<file path="src/atsio_pkg.sv">
// Notes on behaviour
// - strobe high exactly while overlapped exposure runs
// - single-ended trigger falling edge starts exposure
// - differential pair falling edge starts exposure
// - line active high during valid pixels only
// - each accepted external trigger restarts a 6us echo pulse
// - echo starts at the causing falling edge
// - frame active high across readout, low between
// - ethernet green: blink idle, solid sending, off unlinked
// - ethernet amber blinks; off unlinked or 10/100
// - usb status solid when paused, blinks streaming
// - usb link white, then blue/green/amber/off
package atsio_pkg;
    // core clock rate
    localparam int CLK_KHZ       = 10000;
    // trigger echo pulse width
    localparam int TRIG_OUT_US   = 6;
    localparam int TRIG_OUT_CYC  = TRIG_OUT_US * CLK_KHZ / 1000;
    // indicator blink half period
    localparam int BLINK_HALF_MS = 250;
    localparam int BLINK_HALF_CYC = BLINK_HALF_MS * CLK_KHZ;
    // power-up white phase of the usb link indicator
    localparam int USB_WHITE_MS  = 1000;
    localparam int USB_WHITE_CYC = USB_WHITE_MS * CLK_KHZ;

    // which source caused the last accepted trigger
    localparam logic [1:0] SRC_NONE = 2'h0;
    localparam logic [1:0] SRC_CC1  = 2'h1;
    localparam logic [1:0] SRC_SE   = 2'h2;
    localparam logic [1:0] SRC_DIFF = 2'h3;

    // usb link indicator colours as {red, green, blue}
    localparam logic [2:0] RGB_OFF   = 3'h0;
    localparam logic [2:0] RGB_WHITE = 3'h7;
    localparam logic [2:0] RGB_BLUE  = 3'h1;
    localparam logic [2:0] RGB_GREEN = 3'h2;
    localparam logic [2:0] RGB_AMBER = 3'h6;

    // usb link indicator phases
    typedef enum logic [1:0] {
        LNK_WHITE = 2'b01,
        LNK_RUN   = 2'b10
    } atsio_lnk_e;
endpackage

</file>
<file path="src/atsio_edge_if.sv">
`timescale 1ns/1ps
// filtered level and falling-edge pulse of one trigger input
interface atsio_edge_if;
    logic level;
    logic fall;
    modport src (output level, output fall);
    modport dst (input level, input fall);
endinterface

</file>
<file path="src/atsio_blink.sv">
`timescale 1ns/1ps
module atsio_blink #(
    parameter int HALF_CYC = 2500000
) (
    input  wire logic i_clk,
    input  wire logic i_reset,
    output logic      o_phase
);
    localparam int CW = $clog2(HALF_CYC + 1);

    if (HALF_CYC < 1) begin : g_chk
        $error("atsio_blink: HALF_CYC must be at least one");
    end

    typedef struct packed {
        logic [CW-1:0] cnt;
        logic          phase;
    } atsio_blink_s;

    atsio_blink_s st_q;
    atsio_blink_s st_d;

    // free-running divider; the phase flips once per half period
    always_comb begin
        st_d = st_q;
        if (st_q.cnt == CW'(HALF_CYC - 1)) begin
            st_d.cnt   = '0;
            st_d.phase = ~st_q.phase;
        end else begin
            st_d.cnt = st_q.cnt + CW'(1);
        end
    end

    always_ff @(posedge i_clk or posedge i_reset) begin
        if (i_reset) begin
            st_q <= '0;
        end else begin
            st_q <= st_d;
        end
    end

    assign o_phase = st_q.phase;
endmodule

</file>
<file path="src/atsio_sync.sv">
`timescale 1ns/1ps
module atsio_sync #(
    parameter bit RESET_LEVEL = 1'b1
) (
    input  wire logic   i_clk,
    input  wire logic   i_reset,
    input  wire logic   i_pin,
    atsio_edge_if.src   o_edge
);
    typedef struct packed {
        logic s1;
        logic s2;
        logic s3;
        logic level;
        logic fall;
    } atsio_sync_s;

    localparam atsio_sync_s RST = '{s1: RESET_LEVEL, s2: RESET_LEVEL, s3: RESET_LEVEL,
                                    level: RESET_LEVEL, fall: 1'b0};

    atsio_sync_s st_q;
    atsio_sync_s st_d;

    // three stages; a change counts only once stage two and three agree
    always_comb begin
        st_d       = st_q;
        st_d.s1    = i_pin;
        st_d.s2    = st_q.s1;
        st_d.s3    = st_q.s2;
        st_d.fall  = 1'b0;
        if (st_q.s2 == st_q.s3) begin
            st_d.level = st_q.s3;
            st_d.fall  = st_q.level & ~st_q.s3;
        end
    end

    always_ff @(posedge i_clk or posedge i_reset) begin
        if (i_reset) begin
            st_q <= RST;
        end else begin
            st_q <= st_d;
        end
    end

    assign o_edge.level = st_q.level;
    assign o_edge.fall  = st_q.fall;
endmodule

</file>
<file path="src/atsio_top.sv">
`timescale 1ns/1ps
module atsio_top
    import atsio_pkg::*;
#(
    parameter int TRIG_CYC  = TRIG_OUT_CYC,
    parameter int BLINK_CYC = BLINK_HALF_CYC,
    parameter int WHITE_CYC = USB_WHITE_CYC
) (
    input  wire logic       i_clk,
    input  wire logic       i_reset,
    // trigger pins and the host trigger line, all asynchronous
    input  wire logic       i_trig_se,
    input  wire logic       i_trig_diff_p,
    input  wire logic       i_trig_diff_n,
    input  wire logic       i_cc1,
    // per-source enables: bit0 cc1, bit1 single-ended, bit2 differential
    input  wire logic [2:0] i_src_enable,
    // sensor timing, on the core clock
    input  wire logic       i_overlap_mode,
    input  wire logic       i_exposing,
    input  wire logic       i_line_pixel_valid,
    input  wire logic       i_frame_readout,
    // ethernet link state
    input  wire logic       i_eth_link_up,
    input  wire logic       i_eth_sending,
    input  wire logic       i_eth_gigabit,
    // usb state
    input  wire logic       i_usb_ready,
    input  wire logic       i_usb_streaming,
    input  wire logic       i_usb_connected,
    input  wire logic       i_usb_super,
    input  wire logic       i_usb_fault,
    // pins and status
    output logic            o_strobe_out,
    output logic            o_trigger_out,
    output logic            o_line_active_out,
    output logic            o_frame_active_out,
    output logic            o_exposure_start,
    output logic [1:0]      o_trig_source,
    output logic            o_eth_green,
    output logic            o_eth_amber,
    output logic            o_usb_status_green,
    output logic [2:0]      o_usb_link_rgb
);
    localparam int TCW = $clog2(TRIG_CYC + 1);
    localparam int WCW = $clog2(WHITE_CYC + 1);

    // refuse widths the counters cannot serve
    if (TRIG_CYC < 1 || WHITE_CYC < 1 || BLINK_CYC < 1) begin : g_chk
        $error("atsio_top: timing counts must be at least one");
    end

    typedef struct packed {
        logic           diff_level;
        logic           strobe;
        logic           trig_out;
        logic [TCW-1:0] trig_cnt;
        logic           exp_start;
        logic [1:0]     src;
        logic           line_act;
        logic           frame_act;
        logic           eth_g;
        logic           eth_a;
        logic           usb_stat;
        logic [2:0]     usb_rgb;
        atsio_lnk_e     lnk;
        logic [WCW-1:0] white_cnt;
    } atsio_top_s;

    // idle trigger lines rest high; the differential pair idles p=1, n=0
    localparam atsio_top_s RST = '{
        diff_level: 1'b1,
        strobe:     1'b0,
        trig_out:   1'b0,
        trig_cnt:   '0,
        exp_start:  1'b0,
        src:        SRC_NONE,
        line_act:   1'b0,
        frame_act:  1'b0,
        eth_g:      1'b0,
        eth_a:      1'b0,
        usb_stat:   1'b0,
        usb_rgb:    RGB_WHITE,
        lnk:        LNK_WHITE,
        white_cnt:  '0
    };

    atsio_top_s st_q;
    atsio_top_s st_d;

    atsio_edge_if e_se ();
    atsio_edge_if e_dp ();
    atsio_edge_if e_dn ();
    atsio_edge_if e_cc ();

    logic blink;

    // every trigger line gets its own synchroniser
    atsio_sync #(.RESET_LEVEL(1'b1)) u_sync_se (
        .i_clk   (i_clk),
        .i_reset (i_reset),
        .i_pin   (i_trig_se),
        .o_edge  (e_se)
    );
    atsio_sync #(.RESET_LEVEL(1'b1)) u_sync_dp (
        .i_clk   (i_clk),
        .i_reset (i_reset),
        .i_pin   (i_trig_diff_p),
        .o_edge  (e_dp)
    );
    atsio_sync #(.RESET_LEVEL(1'b0)) u_sync_dn (
        .i_clk   (i_clk),
        .i_reset (i_reset),
        .i_pin   (i_trig_diff_n),
        .o_edge  (e_dn)
    );
    atsio_sync #(.RESET_LEVEL(1'b1)) u_sync_cc (
        .i_clk   (i_clk),
        .i_reset (i_reset),
        .i_pin   (i_cc1),
        .o_edge  (e_cc)
    );

    // one shared blink phase keeps all indicators flashing in step
    atsio_blink #(.HALF_CYC(BLINK_CYC)) u_blink (
        .i_clk   (i_clk),
        .i_reset (i_reset),
        .o_phase (blink)
    );

    // per-source accepted falling edges
    logic fall_cc;
    logic fall_se;
    logic fall_diff;
    logic diff_now;
    logic any_fall;

    always_comb begin
        // the pair only counts as a valid level when the legs disagree,
        // so a common-mode glitch on both legs cannot fake an edge
        diff_now  = (e_dp.level != e_dn.level) ? e_dp.level : st_q.diff_level;
        fall_diff = i_src_enable[2] & st_q.diff_level & ~diff_now;
        fall_se   = i_src_enable[1] & e_se.fall;
        fall_cc   = i_src_enable[0] & e_cc.fall;
        any_fall  = fall_cc | fall_se | fall_diff;
    end

    // main next-state logic
    always_comb begin
        st_d            = st_q;
        st_d.diff_level = diff_now;

        // exposure start and source report; cc1 wins a simultaneous edge
        st_d.exp_start = any_fall;
        if (fall_cc) begin
            st_d.src = SRC_CC1;
        end else if (fall_se) begin
            st_d.src = SRC_SE;
        end else if (fall_diff) begin
            st_d.src = SRC_DIFF;
        end

        // echo pulse: a new edge restarts the full width of a pulse already
        // running, so a retriggered pulse ends one full width after the last edge
        if (any_fall) begin
            st_d.trig_out = 1'b1;
            st_d.trig_cnt = TCW'(TRIG_CYC - 1);
        end else if (st_q.trig_cnt != '0) begin
            st_d.trig_cnt = st_q.trig_cnt - TCW'(1);
        end else begin
            st_d.trig_out = 1'b0;
        end

        // strobe only reports exposure in overlapped continuous mode
        st_d.strobe = i_overlap_mode & i_exposing;

        // readout valid outputs follow the sensor timing
        st_d.line_act  = i_line_pixel_valid & i_frame_readout;
        st_d.frame_act = i_frame_readout;

        // ethernet green: off unlinked, solid sending, blink idle
        if (!i_eth_link_up) begin
            st_d.eth_g = 1'b0;
        end else if (i_eth_sending) begin
            st_d.eth_g = 1'b1;
        end else begin
            st_d.eth_g = blink;
        end

        // ethernet amber blinks only on a gigabit link
        st_d.eth_a = i_eth_link_up & i_eth_gigabit & blink;

        // usb status: dark until ready, solid when paused, blink streaming
        if (!i_usb_ready) begin
            st_d.usb_stat = 1'b0;
        end else if (i_usb_streaming) begin
            st_d.usb_stat = blink;
        end else begin
            st_d.usb_stat = 1'b1;
        end

        // usb link indicator
        unique case (st_q.lnk)
            LNK_WHITE: begin
                st_d.usb_rgb = RGB_WHITE;
                if (st_q.white_cnt == WCW'(WHITE_CYC - 1)) begin
                    st_d.lnk = LNK_RUN;
                end else begin
                    st_d.white_cnt = st_q.white_cnt + WCW'(1);
                end
            end
            LNK_RUN: begin
                // a fault outranks the port speed report
                if (!i_usb_connected) begin
                    st_d.usb_rgb = RGB_OFF;
                end else if (i_usb_fault) begin
                    st_d.usb_rgb = RGB_AMBER;
                end else if (i_usb_super) begin
                    st_d.usb_rgb = RGB_BLUE;
                end else begin
                    st_d.usb_rgb = RGB_GREEN;
                end
            end
            default: begin
                // illegal code: recover through the power-up phase
                st_d.lnk       = LNK_WHITE;
                st_d.white_cnt = '0;
                st_d.usb_rgb   = RGB_WHITE;
            end
        endcase
    end

    // single state register
    always_ff @(posedge i_clk or posedge i_reset) begin
        if (i_reset) begin
            st_q <= RST;
        end else begin
            st_q <= st_d;
        end
    end

    // all outputs straight from the state register
    assign o_strobe_out       = st_q.strobe;
    assign o_trigger_out      = st_q.trig_out;
    assign o_line_active_out  = st_q.line_act;
    assign o_frame_active_out = st_q.frame_act;
    assign o_exposure_start   = st_q.exp_start;
    assign o_trig_source      = st_q.src;
    assign o_eth_green        = st_q.eth_g;
    assign o_eth_amber        = st_q.eth_a;
    assign o_usb_status_green = st_q.usb_stat;
    assign o_usb_link_rgb     = st_q.usb_rgb;
endmodule

</file>
<file path="config.mk">
export PLATFORM = sky130hd
export DESIGN_NAME = atsio_top
export DESIGN_NICKNAME = d
export VERILOG_FILES = /design/src/atsio_pkg.sv /design/src/atsio_edge_if.sv /design/src/atsio_blink.sv /design/src/atsio_sync.sv /design/src/atsio_top.sv
export SDC_FILE = /design/constraint.sdc
export NUM_CORES = 1
export LEC_CHECK = 0
export BUFFER_PORTS_ARGS = -buffer_cell sky130_fd_sc_hd__buf_2
export CORE_MARGIN = 8
export CORE_UTILIZATION = 59
export DETAILED_ROUTE_END_ITERATION = 16
export HOLD_SLACK_MARGIN = 0.05
export PLACE_DENSITY = 0.79
export SETUP_SLACK_MARGIN = 0.4
export SLEW_MARGIN = 30
export SYNTH_ARGS = -nofsm -noshare
export SYNTH_HDL_FRONTEND = slang
export SYNTH_SLANG_ARGS = --single-unit
</file>
<file path="constraint.sdc">
create_clock -name i_clk -period 3.3 [get_ports i_clk]
set_input_delay 0.165 -clock i_clk [delete_from_list [all_inputs] [get_ports i_clk]]
set_output_delay 0.165 -clock i_clk [all_outputs]
set_load 0.05 [all_outputs]
</file>
==> results of run 1 <==
==> power groups by stage <==
| stage | clock network (mW) | registers, mW | logic, mW |
|---|---|---|---|
| after floorplan | 0 | 1.19 | 0.148 |
| after global placement | 0 | 1.18 | 0.195 |
| after detailed placement | 0 | 1.19 | 0.209 |
| after CTS | 0.823 | 1.17 | 0.228 |
| after global routing | 0.866 | 1.18 | 0.253 |
| final | 0.809 | 1.17 | 0.225 |
==> worst min-delay path, delay by kind of cell <==
| kind | cells | cell delay (ns) |
|---|---|---|
| buffers and inverters | 1 | 0.08 |
| AND/OR/NAND/NOR | 2 | 0.12 |
| AO/OA/AOI/OAI | 1 | 0.07 |
==> per-stage QoR <==
stage / worst slack [ns] / instances / power (mW)
after floorplan: 0.913 / 371 / 1.34
after global placement: 1.33 / 473 / 1.38
after detailed placement: 1.21 / 473 / 1.40
after CTS: 1.21 / 510 / 2.22
after global routing: 1.16 / 510 / 2.30
final: 1.26 / 510 / 2.20
==> flip-flops by register name (all words and copies together) (netlist names), 2 cells and up <==
register,flops
st_q,33
u_blink.st_q,22
o_usb_link_rgb,3
o_trig_source,2
u_sync_cc.st_d,2
u_sync_dn.st_d,2
u_sync_dp.st_d,2
u_sync_se.st_d,2
==> cell type report <==
class                      instances  area [µm²]  area share [%]
clock buffer                       9         124            2.66
clock inverter                     7         100            2.15
inverter                           9        35.0           0.752
multi-input combinational        262        1700            36.4
sequential                        87        2200            47.2
tap                               80         100            2.15
timing repair buffer              56         403            8.65
==> worst paths after layout <==
check                                                     end  slack (ns)                         from  cells past startpoint
setup / recovery                   u_blink.st_q[19]$_DFF_PP0_        1.26    u_blink.st_q[1]$_DFF_PP0_                      6
hold / removal                   o_trig_source[0]$_DFFE_PP0P_        0.09              i_src_enable[1]                      4
setup reg to reg                   u_blink.st_q[19]$_DFF_PP0_        1.26    u_blink.st_q[1]$_DFF_PP0_                      6
hold reg to reg                   u_sync_dn.st_d[2]$_DFF_PP0_        0.36  u_sync_dn.st_d[3]$_DFF_PP0_                      0
max in group asynchronous         o_usb_link_rgb[1]$_DFF_PP1_        2.41                      i_reset                      4
min in group asynchronous  u_sync_dn.o_edge.level$_DFFE_PP0N_        0.22                      i_reset                      3
==> routing by layer <==
layer	vias up	GRT usage, %
met1	1436	20.8
met5	-	0
met3	16	4.84
met2	64	30.7
li1	1374	-
met4	0	7.67
==> synthesized netlist by cell type (7+ instances only) <==
cell	number
inv_1	9
and3_1	12
nand4_1	7
clkbuf_1	7
dfstp_2	17
dfrtp_1	70
xnor2_1	16
nand2_1	59
nand3_1	18
xor2_1	25
o21ai_0	23
nor4_1	8
nor2_1	21
==> logic make-up (layout without fill, tap and decap cells) <==
group	after synthesis	after routing	synth area share [%]
compound gates	43	43	6.50
xor+xnor	41	41	9.01
fa+ha+maj	9	9	2.51
buf+inv	22	81	2.58
flops	87	87	55.2
mux	5	5	1.29
simple gates	164	164	22.9
==> impl_results.md, run 1 <==
* PwrDens at 473 nW/µm²
* Initial antenna violation count at 0
* RSZ-0062 raised after global routing: false
* Power share of the sequential group at 53.1%
* Post-synthesis sequential area ratio at 55.2%
* Post-DR wirelength/cell at 15.9 µm
* TritonCTS Buffers at 9
* Largest net degree at the start of global routing at 80
* Commonest non-fill, non-tap cell in the layout: dfrtp_1
* Setup TNS at 0 ns
* Worst Hold Class: primary input to flip-flop
* Height of the die at 98.2 µm
* Int Power at 1.60 mW
* Total number of vias at 2890
* Clock-pin transition on the worst setup and hold timing paths at 0.11 ns
* Clock Sinks at 87
* Metal-1 WL at 3410 µm
* CP Data Required Time at 3.53 ns
* Htree depth at 3
* Clock share of power at 36.7%
* Met2 WL at 4160 µm
* Post-CTS sizing at 0
* Hold_ws at 0.0878 ns
* Total Nets Final at 450
* Largest cells by area after synthesis: dfrtp_1, dfstp_2, nand2_1, xor2_1, xnor2_1
* Hold violation count in the final report at 0
* DRT Wirelength at 8110 µm
* Top Metal Used: met4
* Post-Syn Nets at 396
* Mean area per synthesized cell at 10.7 µm²
* Yosys cell types at 53
* Final min period at 2.04 ns
* Clk root buf: clkbuf_8
* Dpl cell area at 4220 µm²
* Crit-path slowest cell: nor3_2
* Post-Syn Area at 3980 µm²
* Antenna cells at 0
* Port-buffer cells at 33
* Main synth FF type: dfrtp_1
* Tot GR Track Use at 18.0%
* Vias in the first global route at 2950
* Clk Latency, worst-skew pair at 0.37 ns
* CTS tree: yes
* CP delay by family, top: simple AND/OR/NAND/NOR gates
* Post-CTS setup buffers at 0
* Antenna viol nets, final at 0
* I/O pin count at 34
* Final HPWL from detailed placement at 5010 µm
* First-pass GRT wire length at 14000 µm
* Routability cong. at 0.825
* Crit-path cells: ha_1 > nand4_1 > nor3_2 > and3_1 > xnor2_1 > nor2_1
* Layout cells sized above 1 at 19.5%
* Cts-stage hold buffer count at 21
* Die Footprint at 9640 µm²
* CP Capture Type: flip-flop
* Worst Path Arrival at 2.27 ns
* Routed met3 length at 357 µm
* Worst Tran Pin Value at 0.838 ns
* Core Region at 6680 µm²
* Tcrit/Tclk final at 61.9%
* Vias/cell at 5.67
* Top cell type by total area after synthesis: dfrtp_1
* FILL cells at 471
* Status: completed
* Num rows at 30
* Max Freq at 490 MHz
* Post-Syn Instances at 371
* Ys Warns at 0
* Max_slew headroom at 44.2%
* Overflow after GRT at 0
* Die width at 98.2 µm
* Commonest cells after routing, fill and taps aside: dfrtp_1, nand2_1, buf_2, xor2_1, o21ai_0
* WP buf/inv at 0
* Maximum root-to-sink buffer count at 2
* Pre-Repair DR Iteration Count at 4
* CP max FO at 6
* Final core occ at 69.7%
* Startpoint types: flip-flop
* Post-synth top area share at 44.0%
* P_leak at 2.08 nW
* Max-cap violations at 0
* Crit path kind: flip-flop to flip-flop
* Setup violators final at 0
* Combinational Power Share at 10.2%
* Switching power at 0.606 mW
* VDD IR max at 0.239 mV
* Initial Util at 59.6%
* Sw frac at 27.5%
* EDFF count, synth at 0
* Max-slew violation count at 0
* Finished Cell Area at 4660 µm²
* FF+latch count, synth at 87
* DRC Markers at 0
* Area Overhead vs Synth at 16.9%
* Skew final at 0.0146 ns
* Ys async rst share at 100%
* Worst path max stage delay at 0.52 ns
* Initial DRC Count at 101
Power figures use the tool's default switching activity.
==> run 2, diff against run 1 <==
--- a/config.mk
+++ b/config.mk
@@ -7,10 +7,10 @@
 export LEC_CHECK = 0
 export BUFFER_PORTS_ARGS = -buffer_cell sky130_fd_sc_hd__buf_2
 export CORE_MARGIN = 8
-export CORE_UTILIZATION = 59
+export CORE_UTILIZATION = 53
 export DETAILED_ROUTE_END_ITERATION = 16
 export HOLD_SLACK_MARGIN = 0.05
-export PLACE_DENSITY = 0.79
+export PLACE_DENSITY = 0.75
 export SETUP_SLACK_MARGIN = 0.4
 export SLEW_MARGIN = 30
 export SYNTH_ARGS = -nofsm -noshare
==> constraint.sdc (replaced) <==
create_clock -name i_clk -period 1.7 [get_ports i_clk]
set_input_delay 0.085 -clock i_clk [delete_from_list [all_inputs] [get_ports i_clk]]
set_output_delay 0.085 -clock i_clk [all_outputs]
set_load 0.05 [all_outputs]
==> impl_results.md, run 2 (synthesized netlist as in run 1, its figures left out) <==
* Status: complete, but fails checks
* Failing checks: setup timing
* CP delay by family, top: buffers and inverters
* Crit-path slowest cell: dfrtp_1
* Largest net degree at the start of global routing at 29
* TritonCTS Buffers at 9
* Max-cap violations at 0
* Initial antenna violation count at 0
* Power, Total at 4.60 mW
* Die Footprint at 10500 µm²
* Vias in the first global route at 3460
* Clock share of power at 34.6%
* Total Nets Final at 531
* Htree depth at 3
* CP Data Required Time at 1.98 ns
* Overflow after GRT at 0
* Top reg by flops: st_q
* RSZ-0062 raised after global routing: true
* Antenna viol nets, final at 0
* Height of the die at 103 µm
* Hold_ws at 0.141 ns
* Final core occ at 79.9%
* First-pass GRT wire length at 17100 µm
* Layout cells sized above 1 at 45.8%
* Max FFs per register at 33
* Max_slew headroom at 55.3%
* Most common cell on crit path: buf_4
* Tcrit/Tclk final at 102%
* Max-slew violation count at 0
* Crit path kind: flip-flop to flip-flop
* Commonest cells after routing, fill and taps aside: buf_4, dfrtp_1, nand2_1, buf_2, xor2_1
* Total number of vias at 3385
* Initial Util at 54.9%
* Placed Cells at 519
* Post-DR wirelength/cell at 18.5 µm
* Maximum root-to-sink buffer count at 2
* Antenna cells at 0
* Vias/cell at 5.55
* Sw frac at 26.9%
* DRT Wirelength at 11300 µm
* P_leak at 2.62 nW
* Die width at 103 µm
* Fin cells at 610
* Final worst slack at -0.0277 ns
* Clock-pin transition on the worst setup and hold timing paths at 0.10 ns
* Max Freq at 579 MHz
* Clock Sinks at 87
* Clk Latency, worst-skew pair at 0.36 ns
* Initial DRC Count at 174
* WP buf/inv at 3
* Clk root buf: clkbuf_8
* Tot GR Track Use at 21.2%
* Area Overhead vs Synth at 45.4%
* Port-buffer cells at 33
* Power share of the sequential group at 49.9%
* VDD IR max at 0.501 mV
* Commonest non-fill, non-tap cell in the layout: buf_4
* PwrDens at 793 nW/µm²
* Worst path max stage delay at 0.38 ns
* Crit-path cells: ha_2 > nand4_1 > buf_4 > nor4_4 > buf_4 > buf_6 > xnor2_2
* CP max FO at 3
* Worst Tran Pin Value at 0.669 ns
* Final HPWL from detailed placement at 5470 µm
* Setup violators final at 6
* CTS tree: yes
* DRC Markers at 0
* CP Capture Type: flip-flop
* Core Region at 7250 µm²
* Num rows at 31
* Hold violation count in the final report at 0
* Setup TNS at -0.109 ns
* Skew final at 0.0182 ns
* Pre-Repair DR Iteration Count at 4
* Startpoint types: flip-flop
* Worst Path Arrival at 2.01 ns
* Switching power at 1.24 mW
* Int Power at 3.36 mW
* Worst Hold Class: primary input to flip-flop
* Routability cong. at 0.837
* I/O pin count at 34
* Final min period at 1.73 ns
* Combinational Power Share at 15.5%
run 2: cell type report:
class / count / area (µm²)
clock buffers: 9 / 124
clock inverters: 7 / 95.1
fillers: 373 / 1460
inverters: 9 / 37.5
multi-input cells: 262 / 2120
flip-flops and latches: 87 / 2210
well taps: 99 / 124
repair buffers: 137 / 1080
run 2: tightest hold or removal path: stages:
cell,delay [ns]
buf_2,0.08
nand2_1,0.10
nand2b_4,0.10
o21a_1,0.11
run 2: routing by layer:
| layer | part of all wire, % | vias up | global-route usage (%) |
|---|---|---|---|
| met3 | 3.8 | 34 | 5.20 |
| met1 | 39 | 1717 | 22.8 |
| met4 | 2.9 | 0 | 6.66 |
| met2 | 55 | 97 | 39.6 |
| met5 | 0 | - | 0 |
| li1 | - | 1537 | - |
run 2: repair_timing:
action	CTS	global route
pin swaps	41	34
setup endpoints to repair	54	56
hold buffers	21	1
cloned	1	0
hold endpoints to repair	38	1
setup buffers	38	15
resized for setup	64	43
run 2: path summary, 6_finish.rpt:
kind,start,endpoint,slack [ns],cells past startpoint
hold / removal,i_src_enable[1],o_trig_source[1]$_DFFE_PP0P_,0.14,4
setup reg to reg,u_blink.st_q[1]$_DFF_PP0_,u_blink.o_phase$_DFFE_PP0N_,-0.03,7
min in group asynchronous,i_reset,o_trigger_out$_DFFE_PP0P_,0.35,3
setup / recovery,u_blink.st_q[1]$_DFF_PP0_,u_blink.o_phase$_DFFE_PP0N_,-0.03,7
hold reg to reg,u_sync_cc.st_d[3]$_DFF_PP1_,u_sync_cc.st_d[2]$_DFF_PP1_,0.34,0
max in group asynchronous,i_reset,u_sync_se.st_d[3]$_DFF_PP1_,0.70,4
run 2: power by group through the flow:
stage	sequential [mW]	combinational (mW)	clock, mW
final	2.30	0.710	1.59
after global placement	2.31	0.397	0
after detailed placement	2.31	0.417	0
after CTS	2.28	0.611	1.61
after global routing	2.30	0.771	1.70
after floorplan	2.32	0.292	0
run 2: through the flow:
stage               worst slack [ns]  area [µm²]
finish                       -0.0277        5790
global route                  -0.104        5790
CTS                           0.0256        5520
detailed placement           -0.0376        4550
global placement              0.0554        4550
floorplan                      0.127        4090
